===== src/logic/osq_regs.svh =====
// Register offsets, field positions, reset values and keys of the sequencer
`ifndef OSQ_REGS_SVH
`define OSQ_REGS_SVH
// Byte offsets on the APB side, one aligned word each
`define OSQ_OFF_PWR_REC 8'h00
`define OSQ_OFF_ACCESS 8'h04
`define OSQ_OFF_DIVIDER 8'h08
`define OSQ_OFF_TIMING 8'h0C
`define OSQ_OFF_COMMAND 8'h10
`define OSQ_OFF_CONTROL 8'h14
`define OSQ_OFF_START 8'h18
`define OSQ_OFF_STATUS 8'h1C
// Reset values
`define OSQ_RST_PWR_REC 9'h12C
`define OSQ_RST_ACCESS 8'h00
`define OSQ_RST_DIVIDER 8'h77
`define OSQ_RST_TIMING 32'h0001_8070
`define OSQ_RST_COMMAND 8'h00
`define OSQ_RST_CONTROL 8'h08
// Key that unlocks manual triggering
`define OSQ_ACCESS_KEY 8'h97
// Timing field positions
`define OSQ_PULSE_HI 31
`define OSQ_PULSE_LO 14
`define OSQ_RECOV_HI 13
`define OSQ_RECOV_LO 4
`define OSQ_HOLD_HI 3
`define OSQ_HOLD_LO 2
`define OSQ_SETUP_HI 1
`define OSQ_SETUP_LO 0
// Command field positions
`define OSQ_MASK_HI 7
`define OSQ_MASK_LO 4
`define OSQ_CODE_HI 3
`define OSQ_CODE_LO 0
// Control bit positions
`define OSQ_CTL_ENABLE 7
`define OSQ_CTL_AUX_B 6
`define OSQ_CTL_AUX_A 5
`define OSQ_CTL_MODE 4
`define OSQ_CTL_ALL_BANK 3
`endif


===== src/logic/osq_pkg.sv =====
// Types shared by the sequencer modules
package osq_pkg;

  // Stage engine states, Gray coded along setup, pulse, hold, recovery
  typedef enum logic [2:0] {
    st_idle = 3'h0,
    st_setup = 3'h1,
    st_pulse = 3'h3,
    st_hold = 3'h2,
    st_recov = 3'h6
  } osq_state_t;

  // Start-up sequence states
  typedef enum logic [1:0] {
    boot_power = 2'h0,
    boot_read = 2'h1,
    boot_done = 2'h3
  } osq_boot_t;

  // Operation codes presented to the memory macro
  typedef enum logic [3:0] {
    op_none = 4'h0,
    op_reset = 4'h1,
    op_power_up = 4'h4,
    op_power_down = 4'h5,
    op_read = 4'h6,
    op_write = 4'h7,
    op_program = 4'h8,
    op_compare = 4'h9,
    op_charge = 4'hA,
    op_aux_update = 4'hB,
    op_wait = 4'hD,
    op_assist = 4'hE
  } osq_op_t;

  // State of the microsecond tick generator
  typedef struct packed {
    logic [7:0] cnt;
    logic tick;
  } osq_tick_st_t;

  // State of the sequencer top
  typedef struct packed {
    logic [8:0] pwr_rec;
    logic [7:0] access;
    logic [7:0] divider;
    logic [31:0] timing;
    logic [7:0] command;
    logic [7:0] control;
    logic [7:0] run_cmd;
    osq_state_t st;
    logic [17:0] cnt;
    osq_boot_t boot;
    logic [8:0] boot_cnt;
    logic [31:0] rdata;
  } osq_top_st_t;

endpackage : osq_pkg


===== src/logic/osq_top.sv =====
// Manual command sequencer for the one-time-programmable memory macro
//
// Design decisions made here: the register addresses and register access over APB.
`include "osq_regs.svh"

module osq_top (
  input wire logic pclk,
  input wire logic presetn,
  input wire logic psel,
  input wire logic penable,
  input wire logic pwrite,
  input wire logic [7:0] paddr,
  input wire logic [31:0] pwdata,
  output logic [31:0] prdata,
  output logic pready,
  output logic pslverr,
  input wire logic cfg_read_done,
  output logic cfg_read_req,
  output logic mem_enable,
  output logic [3:0] mem_op,
  output logic mem_setup,
  output logic mem_pulse,
  output logic mem_hold,
  output logic mem_recover,
  output logic mem_mode_sel,
  output logic mem_aux_a,
  output logic mem_aux_b,
  output logic mem_all_bank,
  output logic busy
);

  ////////////////////////////////////////////////////////////////////////////
  // Declarations

  osq_pkg::osq_top_st_t r_reg; // Registered state of the whole block
  osq_pkg::osq_top_st_t r_next; // Next value of that state
  logic tick; // One-microsecond pulse from the divider
  logic acc_wr; // APB write access completes this cycle
  logic start_req; // Software asked for a manual command
  logic start_ok; // A manual command may begin
  logic [3:0] run_mask; // Stage mask of the running command
  logic run_assist; // Running command is the assist sequence

  ////////////////////////////////////////////////////////////////////////////
  // Functions

  // True for every offset that holds a register
  function automatic logic osq_mapped(input logic [7:0] a);
    logic hit;
    hit = 1'b0;
    if (a == `OSQ_OFF_PWR_REC) begin
      hit = 1'b1;
    end else if (a == `OSQ_OFF_ACCESS) begin
      hit = 1'b1;
    end else if (a == `OSQ_OFF_DIVIDER) begin
      hit = 1'b1;
    end else if (a == `OSQ_OFF_TIMING) begin
      hit = 1'b1;
    end else if (a == `OSQ_OFF_COMMAND) begin
      hit = 1'b1;
    end else if (a == `OSQ_OFF_CONTROL) begin
      hit = 1'b1;
    end else if (a == `OSQ_OFF_START) begin
      hit = 1'b1;
    end else if (a == `OSQ_OFF_STATUS) begin
      hit = 1'b1;
    end
    return hit;
  endfunction : osq_mapped

  // First enabled stage at or after position pos (0 setup .. 3 recovery)
  function automatic osq_pkg::osq_state_t osq_next_stage(
    input logic [3:0] mask,
    input logic assist,
    input int pos
  );
    osq_pkg::osq_state_t s;
    s = osq_pkg::st_idle;
    for (int i = 3; i >= 0; i--) begin
      // Mask bit 3 is setup, bit 0 is recovery; walk backwards so lowest wins
      if (i >= pos && mask[3-i] && !(assist && i == 2)) begin
        case (i)
          0: s = osq_pkg::st_setup;
          1: s = osq_pkg::st_pulse;
          2: s = osq_pkg::st_hold;
          default: s = osq_pkg::st_recov;
        endcase
      end
    end
    return s;
  endfunction : osq_next_stage

  // Cycle count loaded when a stage is entered; stage lasts this plus one
  function automatic logic [17:0] osq_stage_len(
    input logic [31:0] t,
    input osq_pkg::osq_state_t s
  );
    logic [17:0] len;
    len = 18'h00000;
    case (s)
      osq_pkg::st_setup: len = {16'h0000, t[`OSQ_SETUP_HI:`OSQ_SETUP_LO]};
      osq_pkg::st_pulse: len = t[`OSQ_PULSE_HI:`OSQ_PULSE_LO];
      osq_pkg::st_hold: len = {16'h0000, t[`OSQ_HOLD_HI:`OSQ_HOLD_LO]};
      osq_pkg::st_recov: len = {8'h00, t[`OSQ_RECOV_HI:`OSQ_RECOV_LO]};
      default: len = 18'h00000;
    endcase
    return len;
  endfunction : osq_stage_len

  // Position of a stage in the fixed order, used to find the following one
  function automatic int osq_stage_pos(input osq_pkg::osq_state_t s);
    int p;
    p = 4;
    case (s)
      osq_pkg::st_setup: p = 0;
      osq_pkg::st_pulse: p = 1;
      osq_pkg::st_hold: p = 2;
      osq_pkg::st_recov: p = 3;
      default: p = 4;
    endcase
    return p;
  endfunction : osq_stage_pos

  // Operation driven into the macro for a command code
  function automatic osq_pkg::osq_op_t osq_decode(input logic [3:0] code);
    osq_pkg::osq_op_t op;
    op = osq_pkg::op_none;
    case (code)
      4'h1: op = osq_pkg::op_reset;
      4'h4: op = osq_pkg::op_power_up;
      4'h5: op = osq_pkg::op_power_down;
      4'h6: op = osq_pkg::op_read;
      4'h7: op = osq_pkg::op_write;
      4'h8: op = osq_pkg::op_program;
      4'h9: op = osq_pkg::op_compare;
      4'hA: op = osq_pkg::op_charge;
      4'hB: op = osq_pkg::op_aux_update;
      4'hE: op = osq_pkg::op_assist;
      // Wait and unassigned codes still sequence but leave the macro alone
      default: op = osq_pkg::op_none;
    endcase
    return op;
  endfunction : osq_decode

  ////////////////////////////////////////////////////////////////////////////
  // Microsecond tick generator

  osq_tick #(
    .DIV_W(8)
  ) u_tick (
    .pclk(pclk),
    .presetn(presetn),
    .microsecond_divider(r_reg.divider),
    .tick(tick)
  );

  ////////////////////////////////////////////////////////////////////////////
  // Bus qualifiers

  // The slave never stretches the access phase
  assign pready = 1'b1;
  // Unmapped offsets answer with an error in the access phase
  assign pslverr = psel && penable && !osq_mapped(paddr);
  assign acc_wr = psel && penable && pwrite && osq_mapped(paddr);
  // Start register write with bit 0 set requests a command
  assign start_req = acc_wr && (paddr == `OSQ_OFF_START) && pwdata[0];
  // Locked until the key is present, until start-up finishes, and while busy
  assign start_ok = start_req && (r_reg.access == `OSQ_ACCESS_KEY)
    && (r_reg.boot == osq_pkg::boot_done)
    && (r_reg.st == osq_pkg::st_idle);
  assign run_mask = r_reg.run_cmd[`OSQ_MASK_HI:`OSQ_MASK_LO];
  assign run_assist = (r_reg.run_cmd[`OSQ_CODE_HI:`OSQ_CODE_LO] == 4'hE);

  ////////////////////////////////////////////////////////////////////////////
  // Next-state logic

  always_comb begin
    r_next = r_reg;

    // Read data is captured in the setup phase so prdata comes from a flop
    if (psel && !penable && !pwrite) begin
      r_next.rdata = 32'h0000_0000;
      if (paddr == `OSQ_OFF_PWR_REC) begin
        r_next.rdata = {23'h000000, r_reg.pwr_rec};
      end else if (paddr == `OSQ_OFF_ACCESS) begin
        r_next.rdata = {24'h000000, r_reg.access};
      end else if (paddr == `OSQ_OFF_DIVIDER) begin
        r_next.rdata = {24'h000000, r_reg.divider};
      end else if (paddr == `OSQ_OFF_TIMING) begin
        r_next.rdata = r_reg.timing;
      end else if (paddr == `OSQ_OFF_COMMAND) begin
        r_next.rdata = {24'h000000, r_reg.command};
      end else if (paddr == `OSQ_OFF_CONTROL) begin
        // Low three control bits are reserved and read as zero
        r_next.rdata = {24'h000000, r_reg.control[7:3], 3'h0};
      end else if (paddr == `OSQ_OFF_START) begin
        r_next.rdata = {31'h00000000, r_reg.st != osq_pkg::st_idle};
      end else if (paddr == `OSQ_OFF_STATUS) begin
        r_next.rdata = {26'h0000000, r_reg.boot, r_reg.st, r_reg.st != osq_pkg::st_idle};
      end
    end

    // Register writes land on the completing access edge
    if (acc_wr) begin
      if (paddr == `OSQ_OFF_PWR_REC) begin
        r_next.pwr_rec = pwdata[8:0];
      end else if (paddr == `OSQ_OFF_ACCESS) begin
        r_next.access = pwdata[7:0];
      end else if (paddr == `OSQ_OFF_DIVIDER) begin
        r_next.divider = pwdata[7:0];
      end else if (paddr == `OSQ_OFF_TIMING) begin
        r_next.timing = pwdata;
      end else if (paddr == `OSQ_OFF_COMMAND) begin
        r_next.command = pwdata[7:0];
      end else if (paddr == `OSQ_OFF_CONTROL) begin
        r_next.control = {pwdata[7:3], 3'h0};
      end
    end

    // Start-up: power the macro, wait for supply recovery, read, switch off
    case (r_reg.boot)
      osq_pkg::boot_power: begin
        // Supply recovery counts microsecond ticks, not raw cycles
        if (tick) begin
          if (r_reg.boot_cnt >= r_reg.pwr_rec) begin
            r_next.boot = osq_pkg::boot_read;
          end else begin
            r_next.boot_cnt = r_reg.boot_cnt + 9'h001;
          end
        end
      end
      osq_pkg::boot_read: begin
        // Macro stays enabled until the configuration read reports done
        if (cfg_read_done) begin
          r_next.boot = osq_pkg::boot_done;
        end
      end
      default: begin
        r_next.boot = osq_pkg::boot_done;
      end
    endcase

    // Stage engine
    case (r_reg.st)
      osq_pkg::st_idle: begin
        if (start_ok) begin
          // Command is latched so later writes cannot disturb a running one
          r_next.run_cmd = r_reg.command;
          r_next.st = osq_next_stage(r_reg.command[`OSQ_MASK_HI:`OSQ_MASK_LO],
            r_reg.command[`OSQ_CODE_HI:`OSQ_CODE_LO] == 4'hE, 0);
          r_next.cnt = osq_stage_len(r_reg.timing, r_next.st);
        end
      end
      default: begin
        if (r_reg.cnt == 18'h00000) begin
          // Move to the next enabled stage, or back to idle after the last
          r_next.st = osq_next_stage(run_mask, run_assist,
            osq_stage_pos(r_reg.st) + 1);
          r_next.cnt = osq_stage_len(r_reg.timing, r_next.st);
        end else begin
          r_next.cnt = r_reg.cnt - 18'h00001;
        end
      end
    endcase
  end

  ////////////////////////////////////////////////////////////////////////////
  // State register

  always_ff @(posedge pclk or negedge presetn) begin
    if (!presetn) begin
      r_reg.pwr_rec <= `OSQ_RST_PWR_REC;
      r_reg.access <= `OSQ_RST_ACCESS;
      r_reg.divider <= `OSQ_RST_DIVIDER;
      r_reg.timing <= `OSQ_RST_TIMING;
      r_reg.command <= `OSQ_RST_COMMAND;
      r_reg.control <= `OSQ_RST_CONTROL;
      r_reg.run_cmd <= 8'h00;
      r_reg.st <= osq_pkg::st_idle;
      r_reg.cnt <= 18'h00000;
      r_reg.boot <= osq_pkg::boot_power;
      r_reg.boot_cnt <= 9'h000;
      r_reg.rdata <= 32'h0000_0000;
    end else begin
      r_reg <= r_next;
    end
  end

  ////////////////////////////////////////////////////////////////////////////
  // Outputs

  assign prdata = r_reg.rdata;
  assign busy = (r_reg.st != osq_pkg::st_idle);
  assign cfg_read_req = (r_reg.boot == osq_pkg::boot_read);

  // Start-up owns the enable until done, then the control bit does
  // Software is expected to set that bit before any manual command
  assign mem_enable = (r_reg.boot != osq_pkg::boot_done)
    || r_reg.control[`OSQ_CTL_ENABLE];

  // Operation: manual command while busy, a read during start-up, else none
  always_comb begin
    if (busy) begin
      mem_op = osq_decode(r_reg.run_cmd[`OSQ_CODE_HI:`OSQ_CODE_LO]);
    end else if (r_reg.boot == osq_pkg::boot_read) begin
      mem_op = osq_pkg::op_read;
    end else begin
      mem_op = osq_pkg::op_none;
    end
  end

  // Stage strobes, one level per stage
  assign mem_setup = (r_reg.st == osq_pkg::st_setup);
  assign mem_pulse = (r_reg.st == osq_pkg::st_pulse);
  assign mem_hold = (r_reg.st == osq_pkg::st_hold);
  assign mem_recover = (r_reg.st == osq_pkg::st_recov);

  // Selects follow control bits only while a manual command runs
  assign mem_aux_b = busy && r_reg.control[`OSQ_CTL_AUX_B];
  assign mem_aux_a = busy && r_reg.control[`OSQ_CTL_AUX_A];
  assign mem_mode_sel = busy && r_reg.control[`OSQ_CTL_MODE];
  // Single-bank macro; the bit is passed through as software left it
  assign mem_all_bank = r_reg.control[`OSQ_CTL_ALL_BANK];

endmodule : osq_top


===== src/logic/osq_tick.sv =====
// Programmable divider producing a one-microsecond tick
module osq_tick #(
  parameter int DIV_W = 8
) (
  input wire logic pclk,
  input wire logic presetn,
  input wire logic [DIV_W-1:0] microsecond_divider,
  output logic tick
);

  osq_pkg::osq_tick_st_t r_reg; // Registered state
  osq_pkg::osq_tick_st_t r_next; // Next state

  ////////////////////////////////////////////////////////////////////////////
  // Count down from the divider value; a tick each time zero is reached
  always_comb begin
    r_next = r_reg;
    r_next.tick = 1'b0;
    if (r_reg.cnt == '0) begin
      r_next.cnt = microsecond_divider;
      r_next.tick = 1'b1;
    end else begin
      r_next.cnt = r_reg.cnt - 8'h01;
    end
  end

  // State register
  always_ff @(posedge pclk or negedge presetn) begin
    if (!presetn) begin
      r_reg <= '0;
    end else begin
      r_reg <= r_next;
    end
  end

  assign tick = r_reg.tick; // One-cycle pulse from a flop

endmodule : osq_tick


===== config.mk =====
export PLATFORM = sky130hd
export DESIGN_NAME = osq_top
export DESIGN_NICKNAME = d
export VERILOG_FILES = /design/src/logic/osq_pkg.sv /design/src/logic/osq_top.sv /design/src/logic/osq_tick.sv
export VERILOG_INCLUDE_DIRS = /design/src /design/src/logic
export SDC_FILE = /design/constraint.sdc
export NUM_CORES = 1
export LEC_CHECK = 0
export ABC_AREA = 1
export ABC_CLOCK_PERIOD_IN_PS = 2600
export BUFFER_PORTS_ARGS = -buffer_cell sky130_fd_sc_hd__buf_2
export CAP_MARGIN = 20
export CORE_ASPECT_RATIO = 0.7
export CORE_UTILIZATION = 56
export CTS_BUF_LIST = sky130_fd_sc_hd__clkbuf_4
export DETAILED_ROUTE_END_ITERATION = 10
export PLACE_DENSITY_LB_ADDON = 0.3
export SETUP_SLACK_MARGIN = 0.15
export SLEW_MARGIN = 20
export SYNTH_ARGS = -nofsm -noshare
export SYNTH_HDL_FRONTEND = slang
export SYNTH_SLANG_ARGS = --single-unit

===== constraint.sdc =====
create_clock -name pclk -period 2.6 [get_ports pclk]
set_input_delay 0.65 -clock pclk [delete_from_list [all_inputs] [get_ports pclk]]
set_output_delay 0.65 -clock pclk [all_outputs]
set_load 0.02 [all_outputs]

==> results of run 1 <==
[cell families after synthesis]
| logic type | share of synthesized area, % |
|---|---|
| fa+ha+maj | 2.03 |
| mux | 0.391 |
| xor+xnor | 1.93 |
| compound gates | 10.5 |
| buf+inv | 10.9 |
| other cells | 0.0435 |
| flops | 43.7 |
| simple gates | 30.5 |
[cells in the mapped netlist, drive strengths merged, types with 3 or more instances]
master  instances
nor3            3
nand3          67
xnor2          10
inv           130
mux2            3
a21oi          21
dfrtp         134
xor2            9
buf            54
o31ai          24
o21ai          94
o211ai          3
nand3b          6
dfstp          16
nand2         357
clkbuf         12
ha             14
nand4          29
o22ai          10
nor2          136
[layout make-up]
class | instances | area (µm²) | share of cell area, %
well taps | 195 | 244 | 2.56
inverters | 132 | 497 | 5.21
multi-input cells | 800 | 3950 | 41.5
flip-flops and latches | 150 | 3780 | 39.6
clock inverters | 15 | 214 | 2.24
repair buffers | 114 | 718 | 7.53
clock buffers | 17 | 128 | 1.34
[tightest hold or removal path, delay by kind of cell]
family / cells / cell delay (ns)
buffers and inverters: 1 / 0.07
AOI/OAI and AO/OA: 1 / 0.05
and+or+nand+nor: 1 / 0.04
[layer usage]
metal	vias to the layer above	wire length, µm
met1	3683	11500
met3	28	2610
li1	3792	-
met5	-	0
met2	379	9060
met4	0	258
[per-stage QoR]
stage | area [µm²] | util [%] | power [µW]
finish | 9530 | 64.1 | 4590
floorplan | 8630 | - | 2730
global route | 9530 | 64.1 | 4760
global placement | 9050 | 60.9 | 2890
detailed placement | 9050 | 60.9 | 2900
CTS | 9460 | 63.7 | 4590
[report_power, final]
group,internal [µW],switching (µW)
registers,2400,57.3
logic,148,247
clock network,717,1010
total,3270,1320
[path summary, 6_finish.rpt]
kind	endpoint	slack [ns]	depth (start not counted)
worst max-delay path	mem_op[1]	0.22	6
worst min-delay path	r_reg[110]$_DFFE_PN0P_	0.27	3
worst max register to register	r_reg[38]$_DFFE_PN0P_	0.58	9
worst min register to register	r_reg[124]$_DFFE_PN1P_	0.49	2
max in group asynchronous	r_reg[125]$_DFFE_PN1P_	1.32	3
min in group asynchronous	r_reg[33]$_DFFE_PN0P_	0.57	2
[repair_timing]
action,4_1_cts,5_1_grt
hold buffers,0,1
endpoints found under the setup margin,8,8
setup buffers,6,0
gates cloned,0,0
gates resized for setup,4,18
pin swaps,1,1
hold endpoints to repair,0,1
==> results_dict.tcl, run 1 <==
set metrics [dict create \
    leakagePower_uw 0.00481 \
    cp_top_family "flip-flops" \
    layout_setup_ws_ns 0.223 \
    largest_register_ffs 108 \
    synthTopCellsByArea "dfrtp_1 39%, nand2_1 15%, nor2_1 5.3%" \
    initial_core_util_pct 58.1 \
    critPathBufInv 3 \
    stdcell_count 1423 \
    netlist_instances 1148 \
    drc 0 \
    viasPerCell 5.54 \
    grt_use_met2_pct 40.8 \
    slew_headroom_pct 65.2 \
    required_ns 1.95 \
    synth_seq_area_share_pct 43.7 \
    holdWs_ns 0.273 \
    nets 1275 \
    cts_num_sinks 150 \
    maxSlewViolCount 0 \
    finClkSkew_ns 0.0180 \
    synth_top_area_share_pct 38.9 \
    dpl.cell_count 1384 \
    ys.flop_type "dfrtp_1" \
    peakVddDrop_uv 345 \
    drt_iter0_markers 932 \
    clockBufferDepth 2 \
    num-fill-cells 1296 \
    slowest_delay_ns 0.45 \
    antenna_found_initial 0 \
    tns_ns 0 \
    cts_tree "yes" \
    syn2layout_area_growth_pct 10.5 \
    start_kind "flip-flop" \
    timing_worst_setup_path_type "reg -> out" \
    cp_slowest_cell "dfrtp_2" \
    n_antenna_cell 0 \
    yosysWarnings 0 \
    synth_edf_count 0 \
    ant_nets 0 \
    async_flop_share_pct 100 \
    grt_remaining_overflow 0 \
    critPathMaxFanout 5 \
    rsz0062_at_grt "yes" \
    layout_common_cells "346 x nand2_1, 131 x dfrtp_1, 115 x inv_1, 115 x nor2_1, 87 x buf_2" \
    layout-drive-gt1-share_pct 17.9 \
    setup_viol 0 \
    endpoint_kind "output pin" \
    die_w_um 150 \
    startpoint "r_reg[62]$_DFFE_PN0P_" \
    grt_max_degree 54 \
    fmax_ghz 0.421 \
    dp_hpwl_um 17400 \
    ios 95 \
    synth.avg_cell_area_um2 7.52 \
    period_needed_ns 2.38 \
    syn_nets 1208 \
    syn_area_mm2 0.00863 \
    power_density_mw_per_mm2 481 \
    reg2reg_from "r_reg[144]$_DFFE_PN1P_" \
    routed_wl_um 23400 \
    hold_viol 0 \
    grtUsageTotal_pct 31.2 \
    placeableCoreArea_mm2 0.0149 \
    maxCapViolations 0 \
    dp_slack_ns 0.267 \
    min_from "pwdata[22]" \
    synth_area_leader_cell "dfrtp_1" \
    grt_pass1_wl_um 37700 \
    cp_cell_sequence "nor2_4 > inv_2 > nor2_4 > buf_4 > o41ai_2 > buf_4" \
    wl_per_cell_um 16.4 \
    grt_use_met3_pct 9.91 \
    io_buffers 93 \
    rows 37 \
    htree_num_levels 4 \
    busiest_layer "met1" \
    clk_latency_ns 0.56 \
    gp_congestion 0.975 \
    outcome "complete, no violations" \
    dr.pass1.iters 6 \
    grt_use_met1_pct 49.4 \
    fp.dieH_um 106 \
    vias 7882 \
    cts_made_buffers 17 \
    worst_hold_path_type "in -> reg" \
    grt_pass1_vias 7138 \
    yosysUniqueCellTypes 47 \
    dieArea_mm2 0.0159 \
    yosys_register_bits 150 \
    finalCritPeriodShare_pct 91.4 \
    arrival_ns 1.73 \
    cts.clk_slew.worst_paths_ns 0.15 \
    cts_root_buf "clkbuf_4" \
    tightest_slew_ns 0.522 \
    layout_commonest_cell "nand2_1" \
]
Note: power is estimated with default switching activity, not from simulation.
==> inputs of run 2 (changes only) <==
Settings changed: GPL_TIMING_DRIVEN set to 0.
==> run 2 against run 1 <==
Sequential share of layout area fell by 1.7 points. Core utilization rose by 2.8 points. Clock power rose by 3%. First-iteration DRC count increased by 1.6%. Global-route usage increased by 1.9 points. Fmax down 3.3%. Total power rose by 1.5%. Critical path depth rose by 1. Flip-flop and latch count stayed put. Via count is 4.8% higher. Largest power group unchanged. Highest routed layer unchanged.
==> results_dict.tcl, run 2 (synthesis results as in run 1) <==
set metrics [dict create \
    leakagePower_uw 0.00511 \
    rsz0062_at_grt "yes" \
    required_ns 1.95 \
    layout_common_cells "346 x nand2_1, 131 x dfrtp_1, 116 x nor2_1, 115 x inv_1, 98 x buf_2" \
    die_w_um 150 \
    place_area_mm2 0.00938 \
    n_antenna_cell 0 \
    clk_latency_ns 0.56 \
    io_buffers 93 \
    cts_root_buf "clkbuf_4" \
    rows 37 \
    arrival_ns 1.81 \
    timing_worst_setup_path_type "reg -> out" \
    p_total_uw 4650 \
    routed_wl_um 24700 \
    worst_hold_path_type "in -> async" \
    htree_num_levels 4 \
    start_kind "flip-flop" \
    viasPerCell 5.57 \
    dieArea_mm2 0.0159 \
    ant_nets 0 \
    layout_setup_ws_ns 0.141 \
    gp_congestion 0.956 \
    period_needed_ns 2.46 \
    vias 8261 \
    num-fill-cells 1253 \
    fp.dieH_um 106 \
    setup_viol 0 \
    maxCapViolations 0 \
    grt_max_degree 79 \
    cts.clk_slew.worst_paths_ns 0.15 \
    grt_pass1_wl_um 39900 \
    drt_iter0_markers 947 \
    dp_hpwl_um 17800 \
    finClkSkew_ns 0.0242 \
    dr.pass1.iters 5 \
    finalCritPeriodShare_pct 94.6 \
    placeableCoreArea_mm2 0.0149 \
    dpl.cell_count 1437 \
    peakVddDrop_uv 297 \
    slew_headroom_pct 55.4 \
    stdcell_count 1483 \
    endpoint_kind "output pin" \
    antenna_found_initial 0 \
    grtUsageTotal_pct 33.1 \
    layout_commonest_cell "nand2_1" \
    tightest_slew_ns 0.669 \
    cts_num_sinks 150 \
    dp_slack_ns 0.299 \
    largest_register_ffs 108 \
    initial_core_util_pct 58.1 \
    drc 0 \
    power_density_mw_per_mm2 468 \
    wl_per_cell_um 16.7 \
    syn2layout_area_growth_pct 15.3 \
    cts_tree "yes" \
    grt_pass1_vias 7479 \
    cts_made_buffers 17 \
    grt_remaining_overflow 0 \
    clockBufferDepth 2 \
    fmax_ghz 0.407 \
    hold_viol 0 \
    outcome "complete, no violations" \
    ios 95 \
    final_area_mm2 0.00995 \
    nets 1335 \
    critPathMaxFanout 6 \
    layout-drive-gt1-share_pct 20.9 \
    maxSlewViolCount 0 \
]
## run 2: changes by cell type in the layout (fill, tap and decap cells not counted), moves of 2 or more
cell,previous run,this run
buf_4,17,51
buf_2,87,98
clkbuf_1,0,11
buf_6,4,11
buf_12,5,1
nor2_2,14,10
clkinv_4,0,3
nor2_4,4,7
inv_8,4,2
## run 2: final cells by class
class                      count  area (µm²)  area share, %
clock buffer                  17         128           1.28
multi-input combinational    800        3970           39.9
buffer                        65         449           4.51
tap                          195         244           2.45
clock inverter                15         236           2.38
sequential                   150        3780           38.0
inverter                     132         497           4.99
timing repair buffer         109         652           6.55
## run 2: repair_timing
item	CTS	global route
cloned	0	0
setup endpoints to repair	8	9
pin swaps	2	2
hold buffers	0	0
resized for setup	25	2
setup buffers	13	2
## run 2: worst paths after layout
path / from / slack, ns / depth (start not counted) / endpoint
max in group asynchronous: presetn / 1.76 / 2 / r_reg[120]$_DFFE_PN1P_
setup / recovery: r_reg[62]$_DFFE_PN0P_ / 0.14 / 7 / mem_aux_b
hold reg to reg: r_reg[124]$_DFFE_PN1P_ / 0.49 / 2 / r_reg[124]$_DFFE_PN1P_
min in group pclk: pwdata[28] / 0.28 / 3 / r_reg[116]$_DFFE_PN0P_
hold / removal: presetn / 0.02 / 1 / r_reg[37]$_DFFE_PN0P_
setup reg to reg: r_reg[62]$_DFFE_PN0P_ / 0.31 / 18 / r_reg[59]$_DFFE_PN0P_
## run 2: through the flow
stage	setup TNS [ns]	utilization, %	hold slack, ns
3_5_place_dp	0	63.1	0.467
5_1_grt	0	67.0	0.0480
4_1_cts	0	66.8	0.0352
2_1_floorplan	0	-	0.354
3_3_place_gp	-179.94	62.9	0.461
6_report	0	67.0	0.0208
## run 2: layer usage
metal	global-route usage, %	share of wire [%]	routed length [µm]
met1	51.1	46	11300
met2	44.9	41	10100
met3	9.87	12	2940
met4	7.65	1.6	400
met5	0	0	0
## run 2: worst max-delay path, cell delays in order (launching register included)
cell and delay, ns:
dfrtp_2 0.47, nor2_4 0.13, inv_2 0.05, nor2_4 0.13, buf_6 0.17, buf_12 0.14, nor2_4 0.04, buf_6 0.13
## run 2: power by group
group / internal, µW / total (µW) / switching [µW]
Sequential: 2400 / 2460 / 54.6
Clock: 808 / 1790 / 985
Combinational: 147 / 400 / 253
